[src/msc_params.svh]
// Offsets, field positions, reset values and timing counts for the sense/enable/cascade block.
// Assumes a single 40 MHz system clock and an 8-bit register port with a 4-bit address.
`ifndef MSC_PARAMS_SVH
`define MSC_PARAMS_SVH

`define MSC_ADDR_W 4
`define MSC_DATA_W 8

`define MSC_OFS_MODE 4'h0
`define MSC_OFS_USER_IO 4'h1
`define MSC_OFS_IRQ_MASK 4'h2
`define MSC_OFS_CASC_STAT 4'h3

`define MSC_MODE_RUN_BIT 0
`define MSC_MODE_CM_BIT 1
`define MSC_MODE_RESET 8'h00
`define MSC_USER_IO_RESET 8'h00
`define MSC_IRQ_MASK_RESET 8'h00

`define MSC_UIO_SENSE_LSB 0
`define MSC_UIO_ENABLE_LSB 4

`define MSC_CLK_PERIOD_NS 25
`define MSC_SENSE_MIN_NS 160
`define MSC_SENSE_CYC ((`MSC_SENSE_MIN_NS + `MSC_CLK_PERIOD_NS - 1) / `MSC_CLK_PERIOD_NS)
`define MSC_SENSE_CNT_W 3

`endif

[src/msc_pkg.sv]
// Types shared by both ends of the sense/enable/cascade block.
// Assumes msc_params.svh is compiled alongside.
`include "msc_params.svh"

package msc_pkg;

    typedef logic [`MSC_ADDR_W-1:0] msc_addr_t;
    typedef logic [`MSC_DATA_W-1:0] msc_data_t;

    // Gray coded along idle, waiting for JK, released, started.
    typedef enum logic [1:0] {
        MSC_CASC_IDLE = 2'h0,
        MSC_CASC_WAIT_JK = 2'h1,
        MSC_CASC_READY = 2'h3,
        MSC_CASC_STARTED = 2'h2
    } msc_casc_state_t;

endpackage

[src/msc_link_if.sv]
// Pin-level link between the physical-layer device end and the external user logic end.
// Assumes a pull-up on the open-drain cascade ready wire.
`timescale 1ns/100ps

interface msc_link_if;
    logic user_sense_pin0;
    logic user_sense_pin1;
    logic user_sense_pin2;
    logic user_output_pin0;
    logic user_output_pin1;
    logic user_output_pin2;
    logic cascade_start;
    logic cascade_ready_out;
    logic cascade_ready_oe;
    logic cascade_ready_line;

    // The wire reads high unless the device pulls it low.
    assign cascade_ready_line = cascade_ready_oe ? cascade_ready_out : 1'b1;

    modport device (
        input user_sense_pin0,
        input user_sense_pin1,
        input user_sense_pin2,
        input cascade_start,
        output user_output_pin0,
        output user_output_pin1,
        output user_output_pin2,
        output cascade_ready_out,
        output cascade_ready_oe
    );

    modport host (
        output user_sense_pin0,
        output user_sense_pin1,
        output user_sense_pin2,
        output cascade_start,
        input user_output_pin0,
        input user_output_pin1,
        input user_output_pin2,
        input cascade_ready_line
    );
endinterface

[src/msc_device.sv]
// Device end: sense latches, enable outputs, cascade ready handshake and register port.
// Assumes a receiver elsewhere pulses jk_pair_rx for each JK symbol pair it decodes.
//
// Functional notes
// - Reset clears every register to default.
// - Reset leaves mode bit zero, stop mode.
// - Far side holds reset long enough.
// - Sense bit sets after 160 ns assertion.
// - Sense bit sticks until control-bus clear.
// - Enable outputs follow their enable bits.
// - Start only when all ready released.
// - Release ready after cascade mode and JK.
// - Ready output is open drain only.
// - Unused cascade start tied to ground.
// - Unused cascade ready left unconnected.
//
// Design decisions made here: strobed register access and the register addresses.
`timescale 1ns/100ps
`include "msc_params.svh"

module msc_device
    import msc_pkg::*;
(
    input wire logic sys_clk,
    input wire logic arst_n,
    msc_link_if.device link,
    input wire logic [`MSC_ADDR_W-1:0] reg_addr,
    input wire logic [`MSC_DATA_W-1:0] reg_wdata,
    input wire logic reg_wr,
    input wire logic reg_rd,
    output logic [`MSC_DATA_W-1:0] reg_rdata,
    input wire logic jk_pair_rx,
    output logic run_mode,
    output logic cascade_started,
    output logic irq
);

    msc_data_t mode_q;
    msc_data_t user_io_q;
    msc_data_t irq_mask_q;
    msc_data_t rdata_q;
    logic [2:0] sense_q;
    logic [2:0] sense_d;
    logic [2:0] enable_q;
    logic [2:0] out_pin_q;
    wire logic [2:0] qual;
    logic ready_oe_q;
    logic irq_q;
    logic run_q;
    logic started_q;
    logic start_seen_q;
    msc_casc_state_t casc_q;
    msc_casc_state_t casc_d;

    function automatic logic hit(input msc_addr_t a, input msc_addr_t ofs);
        hit = (a == ofs);
    endfunction

    function automatic msc_data_t read_mux(input msc_addr_t a);
        msc_data_t v;
        v = '0;
        case (a)
            `MSC_OFS_MODE: begin
                v = mode_q;
            end
            `MSC_OFS_USER_IO: begin
                v = user_io_q;
            end
            `MSC_OFS_IRQ_MASK: begin
                v = irq_mask_q;
            end
            `MSC_OFS_CASC_STAT: begin
                v = {4'h0, start_seen_q, ready_oe_q, casc_q};
            end
            default: begin
                v = '0;
            end
        endcase
        read_mux = v;
    endfunction

    logic wr_mode;
    logic wr_uio;
    logic wr_mask;
    logic cm_bit;

    assign wr_mode = reg_wr && hit(reg_addr, `MSC_OFS_MODE);
    assign wr_uio = reg_wr && hit(reg_addr, `MSC_OFS_USER_IO);
    assign wr_mask = reg_wr && hit(reg_addr, `MSC_OFS_IRQ_MASK);
    assign cm_bit = mode_q[`MSC_MODE_CM_BIT];

    msc_sense_filter u_sense0 (
        .sys_clk(sys_clk),
        .arst_n(arst_n),
        .sense_in(link.user_sense_pin0),
        .qualified(qual[0])
    );

    msc_sense_filter u_sense1 (
        .sys_clk(sys_clk),
        .arst_n(arst_n),
        .sense_in(link.user_sense_pin1),
        .qualified(qual[1])
    );

    msc_sense_filter u_sense2 (
        .sys_clk(sys_clk),
        .arst_n(arst_n),
        .sense_in(link.user_sense_pin2),
        .qualified(qual[2])
    );

    // Mode register: bit 0 run/stop, bit 1 cascade mode; other bits read as zero.
    always_ff @(posedge sys_clk or negedge arst_n) begin
        if (!arst_n) begin
            mode_q <= `MSC_MODE_RESET;
        end else if (wr_mode) begin
            mode_q <= {6'h00, reg_wdata[`MSC_MODE_CM_BIT], reg_wdata[`MSC_MODE_RUN_BIT]};
        end
    end

    // Sense bits: a qualified input sets, a one written clears, and the set wins.
    always_comb begin
        sense_d = sense_q;
        if (wr_uio) begin
            sense_d = sense_d & ~reg_wdata[`MSC_UIO_SENSE_LSB +: 3];
        end
        sense_d = sense_d | qual;
    end

    always_ff @(posedge sys_clk or negedge arst_n) begin
        if (!arst_n) begin
            sense_q <= 3'(`MSC_USER_IO_RESET >> `MSC_UIO_SENSE_LSB);
        end else begin
            sense_q <= sense_d;
        end
    end

    always_ff @(posedge sys_clk or negedge arst_n) begin
        if (!arst_n) begin
            enable_q <= 3'h0;
        end else if (wr_uio) begin
            enable_q <= reg_wdata[`MSC_UIO_ENABLE_LSB +: 3];
        end
    end

    // The pins track the enable bits one cycle later so they come from flops.
    always_ff @(posedge sys_clk or negedge arst_n) begin
        if (!arst_n) begin
            out_pin_q <= 3'h0;
        end else begin
            out_pin_q <= enable_q;
        end
    end

    assign user_io_q = {1'b0, enable_q, 1'b0, sense_q};

    always_ff @(posedge sys_clk or negedge arst_n) begin
        if (!arst_n) begin
            irq_mask_q <= `MSC_IRQ_MASK_RESET;
        end else if (wr_mask) begin
            irq_mask_q <= {5'h00, reg_wdata[`MSC_UIO_SENSE_LSB +: 3]};
        end
    end

    always_ff @(posedge sys_clk or negedge arst_n) begin
        if (!arst_n) begin
            irq_q <= 1'b0;
        end else begin
            irq_q <= |(sense_d & irq_mask_q[2:0]);
        end
    end

    // Cascade sequencing. Clearing cascade mode drops back to idle from any state,
    // which pulls the shared ready line low again and holds off the other devices.
    always_comb begin
        casc_d = casc_q;
        case (casc_q)
            MSC_CASC_IDLE: begin
                if (cm_bit) begin
                    casc_d = MSC_CASC_WAIT_JK;
                end
            end
            MSC_CASC_WAIT_JK: begin
                if (!cm_bit) begin
                    casc_d = MSC_CASC_IDLE;
                end else if (jk_pair_rx) begin
                    casc_d = MSC_CASC_READY;
                end
            end
            MSC_CASC_READY: begin
                if (!cm_bit) begin
                    casc_d = MSC_CASC_IDLE;
                end else if (link.cascade_start) begin
                    casc_d = MSC_CASC_STARTED;
                end
            end
            MSC_CASC_STARTED: begin
                if (!cm_bit) begin
                    casc_d = MSC_CASC_IDLE;
                end
            end
            default: begin
                casc_d = MSC_CASC_IDLE;
            end
        endcase
    end

    always_ff @(posedge sys_clk or negedge arst_n) begin
        if (!arst_n) begin
            casc_q <= MSC_CASC_IDLE;
        end else begin
            casc_q <= casc_d;
        end
    end

    // Pull low until released; the line never drives high so devices can share it.
    always_ff @(posedge sys_clk or negedge arst_n) begin
        if (!arst_n) begin
            ready_oe_q <= 1'b1;
        end else begin
            ready_oe_q <= !(casc_d == MSC_CASC_READY || casc_d == MSC_CASC_STARTED);
        end
    end

    // Sticky record that a start arrived while released; cleared by leaving cascade mode.
    always_ff @(posedge sys_clk or negedge arst_n) begin
        if (!arst_n) begin
            start_seen_q <= 1'b0;
        end else if (casc_q == MSC_CASC_READY && link.cascade_start) begin
            start_seen_q <= 1'b1;
        end else if (!cm_bit) begin
            start_seen_q <= 1'b0;
        end
    end

    always_ff @(posedge sys_clk or negedge arst_n) begin
        if (!arst_n) begin
            run_q <= 1'b0;
            started_q <= 1'b0;
        end else begin
            run_q <= mode_q[`MSC_MODE_RUN_BIT];
            started_q <= (casc_d == MSC_CASC_STARTED);
        end
    end

    // Unmapped addresses read as zero; the port never stalls.
    always_ff @(posedge sys_clk or negedge arst_n) begin
        if (!arst_n) begin
            rdata_q <= '0;
        end else if (reg_rd) begin
            rdata_q <= read_mux(reg_addr);
        end else begin
            rdata_q <= '0;
        end
    end

    assign link.user_output_pin0 = out_pin_q[0];
    assign link.user_output_pin1 = out_pin_q[1];
    assign link.user_output_pin2 = out_pin_q[2];
    assign link.cascade_ready_out = 1'b0;
    assign link.cascade_ready_oe = ready_oe_q;
    assign reg_rdata = rdata_q;
    assign run_mode = run_q;
    assign cascade_started = started_q;
    assign irq = irq_q;

endmodule

[src/msc_sense_filter.sv]
// Synchroniser and minimum-width qualifier for one sense input.
// Assumes the input is active high and asynchronous to sys_clk.
`timescale 1ns/100ps
`include "msc_params.svh"

module msc_sense_filter
    import msc_pkg::*;
(
    input wire logic sys_clk,
    input wire logic arst_n,
    input wire logic sense_in,
    output logic qualified
);

    localparam logic [`MSC_SENSE_CNT_W-1:0] HOLD_CYC = `MSC_SENSE_CNT_W'(`MSC_SENSE_CYC);

    logic meta_q;
    logic sync_q;
    logic [`MSC_SENSE_CNT_W-1:0] run_q;

    always_ff @(posedge sys_clk or negedge arst_n) begin
        if (!arst_n) begin
            meta_q <= 1'b0;
            sync_q <= 1'b0;
        end else begin
            meta_q <= sense_in;
            sync_q <= meta_q;
        end
    end

    // Counts consecutive high samples; saturates so a long assertion keeps qualifying.
    always_ff @(posedge sys_clk or negedge arst_n) begin
        if (!arst_n) begin
            run_q <= '0;
        end else if (!sync_q) begin
            run_q <= '0;
        end else if (run_q != HOLD_CYC) begin
            run_q <= run_q + `MSC_SENSE_CNT_W'(1);
        end
    end

    // Seven samples of 25 ns cover at least 160 ns. The sample now in sync_q is the
    // seventh, so six must already be counted; a 175 ns pulse qualifies, 150 ns does not.
    assign qualified = sync_q && (run_q >= HOLD_CYC - `MSC_SENSE_CNT_W'(1));

endmodule

[src/flat_wrapper.sv]
// flat-port wrapper written by rule: the top's interface ports become plain ports
module msc_device_flat import msc_pkg::*;
  (sys_clk, arst_n, reg_addr, reg_wdata, reg_wr, reg_rd, reg_rdata, jk_pair_rx, run_mode, cascade_started, irq, link_user_sense_pin0, link_user_sense_pin1, link_user_sense_pin2, link_cascade_start, link_user_output_pin0, link_user_output_pin1, link_user_output_pin2, link_cascade_ready_out, link_cascade_ready_oe);
  msc_link_if link_i ();
  input wire logic sys_clk;
  input wire logic arst_n;
  input wire logic [`MSC_ADDR_W-1:0] reg_addr;
  input wire logic [`MSC_DATA_W-1:0] reg_wdata;
  input wire logic reg_wr;
  input wire logic reg_rd;
  output logic [`MSC_DATA_W-1:0] reg_rdata;
  input wire logic jk_pair_rx;
  output logic run_mode;
  output logic cascade_started;
  output logic irq;
  input wire logic [$bits(link_i.user_sense_pin0)-1:0] link_user_sense_pin0;
  input wire logic [$bits(link_i.user_sense_pin1)-1:0] link_user_sense_pin1;
  input wire logic [$bits(link_i.user_sense_pin2)-1:0] link_user_sense_pin2;
  input wire logic [$bits(link_i.cascade_start)-1:0] link_cascade_start;
  output wire logic [$bits(link_i.user_output_pin0)-1:0] link_user_output_pin0;
  output wire logic [$bits(link_i.user_output_pin1)-1:0] link_user_output_pin1;
  output wire logic [$bits(link_i.user_output_pin2)-1:0] link_user_output_pin2;
  output wire logic [$bits(link_i.cascade_ready_out)-1:0] link_cascade_ready_out;
  output wire logic [$bits(link_i.cascade_ready_oe)-1:0] link_cascade_ready_oe;
  assign link_i.user_sense_pin0 = link_user_sense_pin0;
  assign link_i.user_sense_pin1 = link_user_sense_pin1;
  assign link_i.user_sense_pin2 = link_user_sense_pin2;
  assign link_i.cascade_start = link_cascade_start;
  assign link_user_output_pin0 = link_i.user_output_pin0;
  assign link_user_output_pin1 = link_i.user_output_pin1;
  assign link_user_output_pin2 = link_i.user_output_pin2;
  assign link_cascade_ready_out = link_i.cascade_ready_out;
  assign link_cascade_ready_oe = link_i.cascade_ready_oe;
  msc_device u_core (.sys_clk(sys_clk), .arst_n(arst_n), .link(link_i), .reg_addr(reg_addr), .reg_wdata(reg_wdata), .reg_wr(reg_wr), .reg_rd(reg_rd), .reg_rdata(reg_rdata), .jk_pair_rx(jk_pair_rx), .run_mode(run_mode), .cascade_started(cascade_started), .irq(irq));
endmodule
[config.mk]
export PLATFORM = sky130hd
export DESIGN_NAME = msc_device_flat
export DESIGN_NICKNAME = d
export VERILOG_FILES = /design/src/msc_pkg.sv /design/src/msc_link_if.sv /design/src/msc_device.sv /design/src/msc_sense_filter.sv /design/src/flat_wrapper.sv
export VERILOG_INCLUDE_DIRS = /design/src
export SDC_FILE = /design/constraint.sdc
export NUM_CORES = 1
export LEC_CHECK = 0
export BUFFER_PORTS_ARGS = -buffer_cell sky130_fd_sc_hd__buf_2
export CAP_MARGIN = 20
export CORE_MARGIN = 2
export CORE_UTILIZATION = 57
export DETAILED_ROUTE_END_ITERATION = 10
export GPL_ROUTABILITY_DRIVEN = 0
export HOLD_SLACK_MARGIN = 0.05
export PLACE_DENSITY = 0.91
export SLEW_MARGIN = 20
export SYNTH_ARGS = -nofsm -noshare
export SYNTH_HDL_FRONTEND = slang
export SYNTH_SLANG_ARGS = --single-unit
[constraint.sdc]
create_clock -name sys_clk -period 4.6 [get_ports sys_clk]
set_clock_uncertainty 0.1 [all_clocks]
set_input_delay 0.23 -clock sys_clk [delete_from_list [all_inputs] [get_ports sys_clk]]
set_output_delay 0.23 -clock sys_clk [all_outputs]
set_load 0.05 [all_outputs]
==> results of run 1 <==
==> cells by family (layout without fill, tap and decap cells) <==
kind of cell | count (synthesis) | after routing
DFF | 43 | 43
and+or+nand+nor | 40 | 40
AOI/OAI and AO/OA | 13 | 13
muxes | 13 | 13
buffers and inverters | 10 | 60
adders and majority gates | 8 | 8
xor gates and xnor gates | 3 | 3
other | 1 | 2
==> power by group through the flow <==
stage / clock network [mW] / logic, mW / registers, mW
finish: 0.175 / 0.193 / 0.472
global route: 0.199 / 0.208 / 0.481
CTS: 0.178 / 0.195 / 0.472
detailed placement: 0 / 0.186 / 0.480
global placement: 0 / 0.175 / 0.474
floorplan: 0 / 0.0768 / 0.529
==> cell usage after synthesis <==
cell type / count
buf_4: 2
nor2_1: 4
nor3_1: 2
and3_1: 2
nand4_1: 1
xnor2_1: 3
nand3_2: 1
ha_1: 8
o21ai_0: 6
or2b_1: 1
o2bb2ai_1: 1
nand3_1: 2
a221o_1: 1
conb_1: 1
a21o_1: 1
nor2b_1: 4
nor3b_4: 1
nand2_1: 10
and3_2: 1
dfrtp_1: 42
a32o_1: 2
a22oi_1: 1
nor2b_4: 1
dfstp_2: 1
buf_6: 1
inv_1: 7
mux4_1: 2
mux2_2: 7
nor3b_1: 1
mux2i_1: 4
and2_1: 9
o211ai_1: 1
==> sequential cells by signal, summed over array words and instances, names as in the netlist, 3 cells and up <==
name,cells
u_core.reg_rdata,7
u_core.enable_q,3
u_core.irq_mask_q,3
u_core.out_pin_q,3
u_core.sense_q,3
u_core.u_sense0.run_q,3
u_core.u_sense1.run_q,3
u_core.u_sense2.run_q,3
==> through the flow <==
step	power (mW)	utilization	setup slack (ns)
2_1_floorplan	0.606	-	2.92
3_3_place_gp	0.649	0.646	2.85
3_5_place_dp	0.665	0.646	2.77
4_1_cts	0.845	0.707	2.76
5_1_grt	0.887	0.707	2.69
6_report	0.840	0.707	2.75
==> worst paths after layout <==
check,start,to,slack (ns),cells past startpoint
worst max-delay path,u_core.u_sense1.run_q[0]$_DFFE_PN0P_,u_core.irq$_DFF_PN0_,2.75,6
worst min-delay path,reg_addr[0],u_core.reg_rdata[3]$_DFF_PN0_,0.12,3
worst max register to register,u_core.u_sense1.run_q[0]$_DFFE_PN0P_,u_core.irq$_DFF_PN0_,2.75,6
worst min register to register,u_core.u_sense0.meta_q$_DFF_PN0_,u_core.u_sense0.sync_q$_DFF_PN0_,0.26,0
max in group asynchronous,arst_n,u_core.out_pin_q[0]$_DFF_PN0_,3.41,2
min in group asynchronous,arst_n,u_core.u_sense0.sync_q$_DFF_PN0_,0.43,2
==> layer usage <==
layer | GRT usage | wire length, um
met2 | 0.333 | 1590
met5 | 0 | 0
met3 | 0.0808 | 184
met4 | 0.0762 | 57
met1 | 0.271 | 1340
==> repair_timing <==
| item | in CTS | in global routing |
|---|---|---|
| buffers inserted | 0 | 0 |
| hold endpoints to repair | 56 | 0 |
| hold buffers | 13 | 0 |
==> worst min-delay path, cell delays in order <==
cell	delay, ns
buf_2	0.14
inv_1	0.10
nor3_1	0.07
==> final cells by class <==
cell class,count,share of cell area
clock buffers,5,0.0177
clock inverters,3,0.00708
inverters,7,0.0124
multi-input cells,79,0.299
flip-flops and latches,43,0.508
well taps,33,0.0195
repair buffers,45,0.137
==> metrics.md, run 1 <==
| Metric | Value |
|---|---|
| Critical path's top delay family | compound AO/OA/AOI/OAI gates |
| Buffers on Ports | 32 |
| Comb pwr share | 0.230 |
| Synth Instances | 131 |
| Adder-Cell Fraction of Synth Area | 0.0569 |
| Largest family of logic cells by synthesized area | simple AND/OR/NAND/NOR gates |
| Fin crit period | between 1.5 and 2 ns |
| Via count of the routed design | between 1000 and 1500 |
| Multi-input logic area | around 630 um2 |
| Cell Area, Placed | between 0.0015 and 0.002 mm2 |
| Max frequency | roughly 540 MHz |
| Worst-Margin Slew | between 0.8 and 0.9 ns |
| DRC | 0 |
| Lkg Pwr | ~1.1 nW |
| Worst Setup End Kind | register |
| Net Switching | ~0.27 mW |
| Commonest non-fill, non-tap cell in the layout | dfrtp_1 |
| Synthesis warning total | 0 |
| Cell Int Power | approximately 0.57 mW |
| Mapped Area | between 0.0015 and 0.002 mm2 |
| Hold/Removal Path Class | input pin to register |
| PD cells | 396 mW/mm2 |
| Sequential share of the synthesized area | 0.612 |
| DIE HEIGHT | 59.6 um |
| Worst-Skew Late Latency | about 0.35 ns |
| Inst Count DP | 194 |
| Layout Nets | 210 |
| FF+latch count, synth | 43 |
| Yosys top cell by area | dfrtp_1 |
| Routed Antenna Nets | 0 |
| Overall routed net length | 3170 um |
| Final-report hold violation count | 0 |
| Vias/cell | around 5.4 |
| Mean post-synth cell area | ~13 um2 |
| Post-CTS Resized | 0 |
| Vias in the first global route | around 1200 |
| Num rows | 20 |
| Final slew viol count | 0 |
| Post-route cell area | 0.00212 mm2 |
| First-pass GRT wire length | ~5300 um |
| Outcome | finished clean |
| Worst path bufs/invs | 1 |
| Worst setup SP type | register |
| CP max stage delay | ~0.40 ns |
| Clock-pin transition on the worst setup and hold timing paths | 0.12 ns |
| GRT Util Overall | 0.212 |
| Critical path arrival | 1.99 ns |
| Area of the core | approximately 0.003 mm2 |
| Worst path cell trace | inv_1 -> ha_1 -> o211ai_1 -> or2b_1 -> and3_2 -> a221o_1 |
| HPWL after DPL | about 2300 um |
| Die width | between 50 and 60 um |
| Starting Density | 0.586 |
| Multiplexer area fraction after synthesis | 0.0974 |
| Yosys top cell area share | 0.597 |
| Normalized max-slew margin | 0.404 |
| I/O pin count | 37 |
| Clock power frac | 0.209 |
| Avg WL per Cell | 14.7 um |
| Synth Area in XOR/XNOR | 0.0149 |
| Max-cap violation count | 0 |
| Max FO, Critical Path | 3 |
| Post-Layout Cell Count | approximately 220 |
| Storage cell area | around 0.0011 mm2 |
| Crit Path Category | register to register |
| Post-Synth Simple-Gate Area | 0.135 |
| Hold WS | about 0.12 ns |
| Clk sinks | 43 |
| Pin count of the biggest net entering global routing | 44 |
| Aggregate global routing overflow | 0 |
| # diodes | 0 |
| H-tree Lvls | 2 |
| Number of distinct library cells after synthesis | 32 |
| Root buf cell | clkbuf_4 |
| Initial DRC Count | 34 |
| Peak VDD IR | 0.278 mV |
| Switching Share | 0.326 |
| Post-synthesis compound-gate area fraction | 0.0519 |
| Register share of total power | 0.562 |
| CTS tree | done |
| Slowest CP cell | dfrtp_1 |
| Final Cycle Share | 0.402 |
| Setup violators final | 0 |
| Max Root-Sink Buffers | 2 |
| Initial antenna violation count | 0 |
| P&R area growth vs syn | 20.5% |
| Commonest non-fill, non-tap cells in the layout | 42 x dfrtp_1, 32 x buf_2, 13 x dlygate4sd3_1 |
| Unrepaired setup endpoints after global routing | false |
| Die area | between 0.003 and 0.004 mm2 |
| Drt pass-1 iters | 4 |
| Synth top area cells | dfrtp_1 60%, ha_1 5.7%, mux2_2 4.5% |
| Layout cells sized above 1 | 0.286 |
| Setup TNS | 0 ns |
| TritonCTS Buffers | 5 |
| Filler instances | just under 200 |
| Worst Path Required | around 4.7 ns |
Note: power is estimated with default switching activity, not from simulation.
==> run 2: changes to the inputs <==
--- a/config.mk
+++ b/config.mk
@@ -9,11 +9,11 @@
 export BUFFER_PORTS_ARGS = -buffer_cell sky130_fd_sc_hd__buf_2
 export CAP_MARGIN = 20
 export CORE_MARGIN = 2
-export CORE_UTILIZATION = 57
+export CORE_UTILIZATION = 48
 export DETAILED_ROUTE_END_ITERATION = 10
 export GPL_ROUTABILITY_DRIVEN = 0
 export HOLD_SLACK_MARGIN = 0.05
-export PLACE_DENSITY = 0.91
+export PLACE_DENSITY = 0.82
 export SLEW_MARGIN = 20
 export SYNTH_ARGS = -nofsm -noshare
 export SYNTH_HDL_FRONTEND = slang
==> constraint.sdc (replaced) <==
create_clock -name sys_clk -period 1.6 [get_ports sys_clk]
set_clock_uncertainty 0.1 [all_clocks]
set_input_delay 0.08 -clock sys_clk [delete_from_list [all_inputs] [get_ports sys_clk]]
set_output_delay 0.08 -clock sys_clk [all_outputs]
set_load 0.05 [all_outputs]
==> metrics.md, run 2 (synthesized netlist as in run 1, its figures left out) <==
| Metric | Value |
|---|---|
| Fin crit period | 1.74 ns (-0.107 ns) |
| Root buf cell | clkbuf_8 |
| Routed Antenna Nets | 0 (unchanged) |
| Lkg Pwr | 1.13 nW (+5.5%) |
| Setup WS pre-CTS | -0.104 ns (-2.87 ns) |
| First-pass GRT wire length | 5920 um (+11%) |
| Critical path arrival | 1.83 ns (-0.16 ns) |
| Worst Setup End Kind | register |
| P&R area growth vs syn | 31.2% |
| CP max stage delay | 0.37 ns (-0.03 ns) |
| R2R setup slack | -0.14 ns (-2.89 ns) |
| Failing checks | setup timing |
| Hold/Removal Path Class | input pin to register |
| DIE HEIGHT | 64.6 um (+8.4%) |
| TritonCTS Buffers | 5 (unchanged) |
| Layout cells sized above 1 | 0.323 (+0.0370) |
| Die area | 0.00417 mm2 (+17%) |
| # diodes | 0 (unchanged) |
| Peak VDD IR | 0.766 mV (+180%) |
| Crit path from | u_core.u_sense1.run_q[0]$_DFFE_PN0P_ |
| Max frequency | 574 MHz (+6.1%) |
| Worst R2R Start | u_core.u_sense1.run_q[0]$_DFFE_PN0P_ |
| Max-cap violation count | 0 (unchanged) |
| Avg WL per Cell | 14.7 um (about the same) |
| Initial DRC Count | 25 (-26%) |
| Worst Path Required | 1.68 ns (-3.06 ns) |
| Vias/cell | 4.86 (-9.3%) |
| Worst-Skew Late Latency | 0.30 ns (-0.05 ns) |
| Outcome | finished, violations left |
| Normalized max-slew margin | 0.654 (+0.251) |
| Buffers on Ports | 32 (unchanged) |
| HPWL after DPL | 2490 um (+8.8%) |
| Setup violators final | 1 (+1) |
| H-tree Lvls | 2 (unchanged) |
| GRT Util Overall | 0.192 (-0.0198) |
| Max Root-Sink Buffers | 2 (unchanged) |
| Setup crit end | u_core.irq$_DFF_PN0_ |
| Num rows | 22 (+10%) |
| Slowest CP cell | dfrtp_1 |
| Area of the core | 0.00361 mm2 (+20%) |
| Commonest non-fill, non-tap cells in the layout | 42 x dfrtp_1, 32 x buf_2, 15 x dlygate4sd3_1 |
| Final-report hold violation count | 0 (unchanged) |
| I/O pin count | 37 (unchanged) |
| Max FO, Critical Path | 3 (unchanged) |
| Final core occ | 0.641 (-0.0661) |
| R2R depth | 6 (unchanged) |
| Commonest non-fill, non-tap cell in the layout | dfrtp_1 |
| Total power | 2.82 mW (+240%) |
| Final Cycle Share | 1.09 (+0.687) |
| Aggregate global routing overflow | 0 (unchanged) |
| Worst-Margin Slew | 0.519 ns (-0.376 ns) |
| Die width | 64.6 um (+8.4%) |
| Overall routed net length | 3490 um (+10%) |
| CTS tree | done |
| Final slew viol count | 0 (unchanged) |
| Unrepaired setup endpoints after global routing | true |
| Worst Setup Slack, final | -0.142 ns (-2.89 ns) |
| Vias in the first global route | 1246 (+7.8%) |
| Worst path cell trace | inv_1 -> ha_2 -> o211ai_1 -> or2b_1 -> and3_4 -> a221o_1 |
| Initial antenna violation count | 0 (unchanged) |
| Starting Density | 0.488 (-0.0980) |
| Clk sinks | 43 (unchanged) |
| Worst setup SP type | register |
| Crit Path Category | register to register |
| Pin count of the biggest net entering global routing | 23 (-48%) |
| Drt pass-1 iters | 4 (unchanged) |
| Layout Nets | 217 (+3.3%) |
| DRC | 0 (unchanged) |
| Max FFs per register | 7 (unchanged) |
| Reg2Reg Capture Point | u_core.irq$_DFF_PN0_ |
| Via count of the routed design | 1152 (unchanged) |
| PD cells | 1220 mW/mm2 (+210%) |
| Clock-pin transition on the worst setup and hold timing paths | 0.08 ns (-0.04 ns) |
run 2: cell count changes in the layout (fill, tap and decap cells not counted), moves of 2 or more:
cell,before,now
clkbuf_4,5,0
ha_4,0,2
buf_4,0,4
clkbuf_8,0,6
ha_1,8,5
clkinv_2,3,1
dlygate4sd3_1,13,15
run 2: critical path: cells and delay by family (launching register included):
kind,cells,cell delay [ns]
AOI/OAI and AO/OA,2,0.51
adders and majority gates,1,0.18
and+or+nand+nor,2,0.41
DFF,1,0.37
buffers and inverters,1,0.06
run 2: stage by stage:
step | hold slack (ns) | cells | TNS (ns) | cell area [um2]
floorplan | -0.316 | 132 | -0.0249 | 1770
global placement | -0.0299 | 213 | -0.00888 | 2010
detailed placement | -0.0208 | 213 | -0.104 | 2010
CTS | 0.0538 | 237 | -0.0854 | 2280
global route | 0.0686 | 237 | -0.233 | 2310
finish | 0.0629 | 237 | -0.142 | 2310
run 2: power by group:
part,total [mW],switching [mW],leakage (nW),internal [mW]
clock,0.859,0.355,0.0612,0.505
combinational,0.594,0.355,0.525,0.239
sequential,1.36,0.110,0.544,1.25
total,2.82,0.820,1.13,2.00
run 2: worst min-delay path by stage:
stage | startpoint | endpoint | slack (ns) | depth (start not counted)
final | reg_addr[2] | u_core.reg_rdata[1]$_DFF_PN0_ | 0.06 | 3
after global routing | reg_addr[2] | u_core.reg_rdata[1]$_DFF_PN0_ | 0.07 | 3
after CTS | reg_addr[2] | u_core.reg_rdata[1]$_DFF_PN0_ | 0.05 | 3
after detailed placement | arst_n | u_core.casc_q[1]$_DFF_PN0_ | -0.02 | 1
after global placement | arst_n | u_core.mode_q[1]$_DFFE_PN0P_ | -0.03 | 1
after floorplan | arst_n | u_core.casc_q[0]$_DFF_PN0_ | -0.32 | 0
run 2: area by class of cell:
class / instances / area [um2]
Fill cell: 289 / 1300
Sequential cell: 43 / 1080
Multi-Input combinational cell: 79 / 668
Timing Repair Buffer: 52 / 360
Clock buffer: 6 / 82.6
Tap cell: 48 / 60.1
Clock inverter: 2 / 35.0
Inverter: 7 / 26.3
run 2: what timing repair did:
item                                    CTS  global route
endpoints found under the setup margin    1             4
gates cloned                              0             0
hold buffers                             15             0
endpoints found under the hold margin    64             0
pin swaps                                 1             1
resized for setup                         0             5
buffers inserted                          1             1
run 2: per-layer routing:
metal,GRT usage,vias to the layer above,share of wire
li1,-,558,-
met1,0.216,569,0.42
met2,0.352,21,0.54
met3,0.0556,4,0.036
met4,0.0612,0,0.011
met5,0,-,0
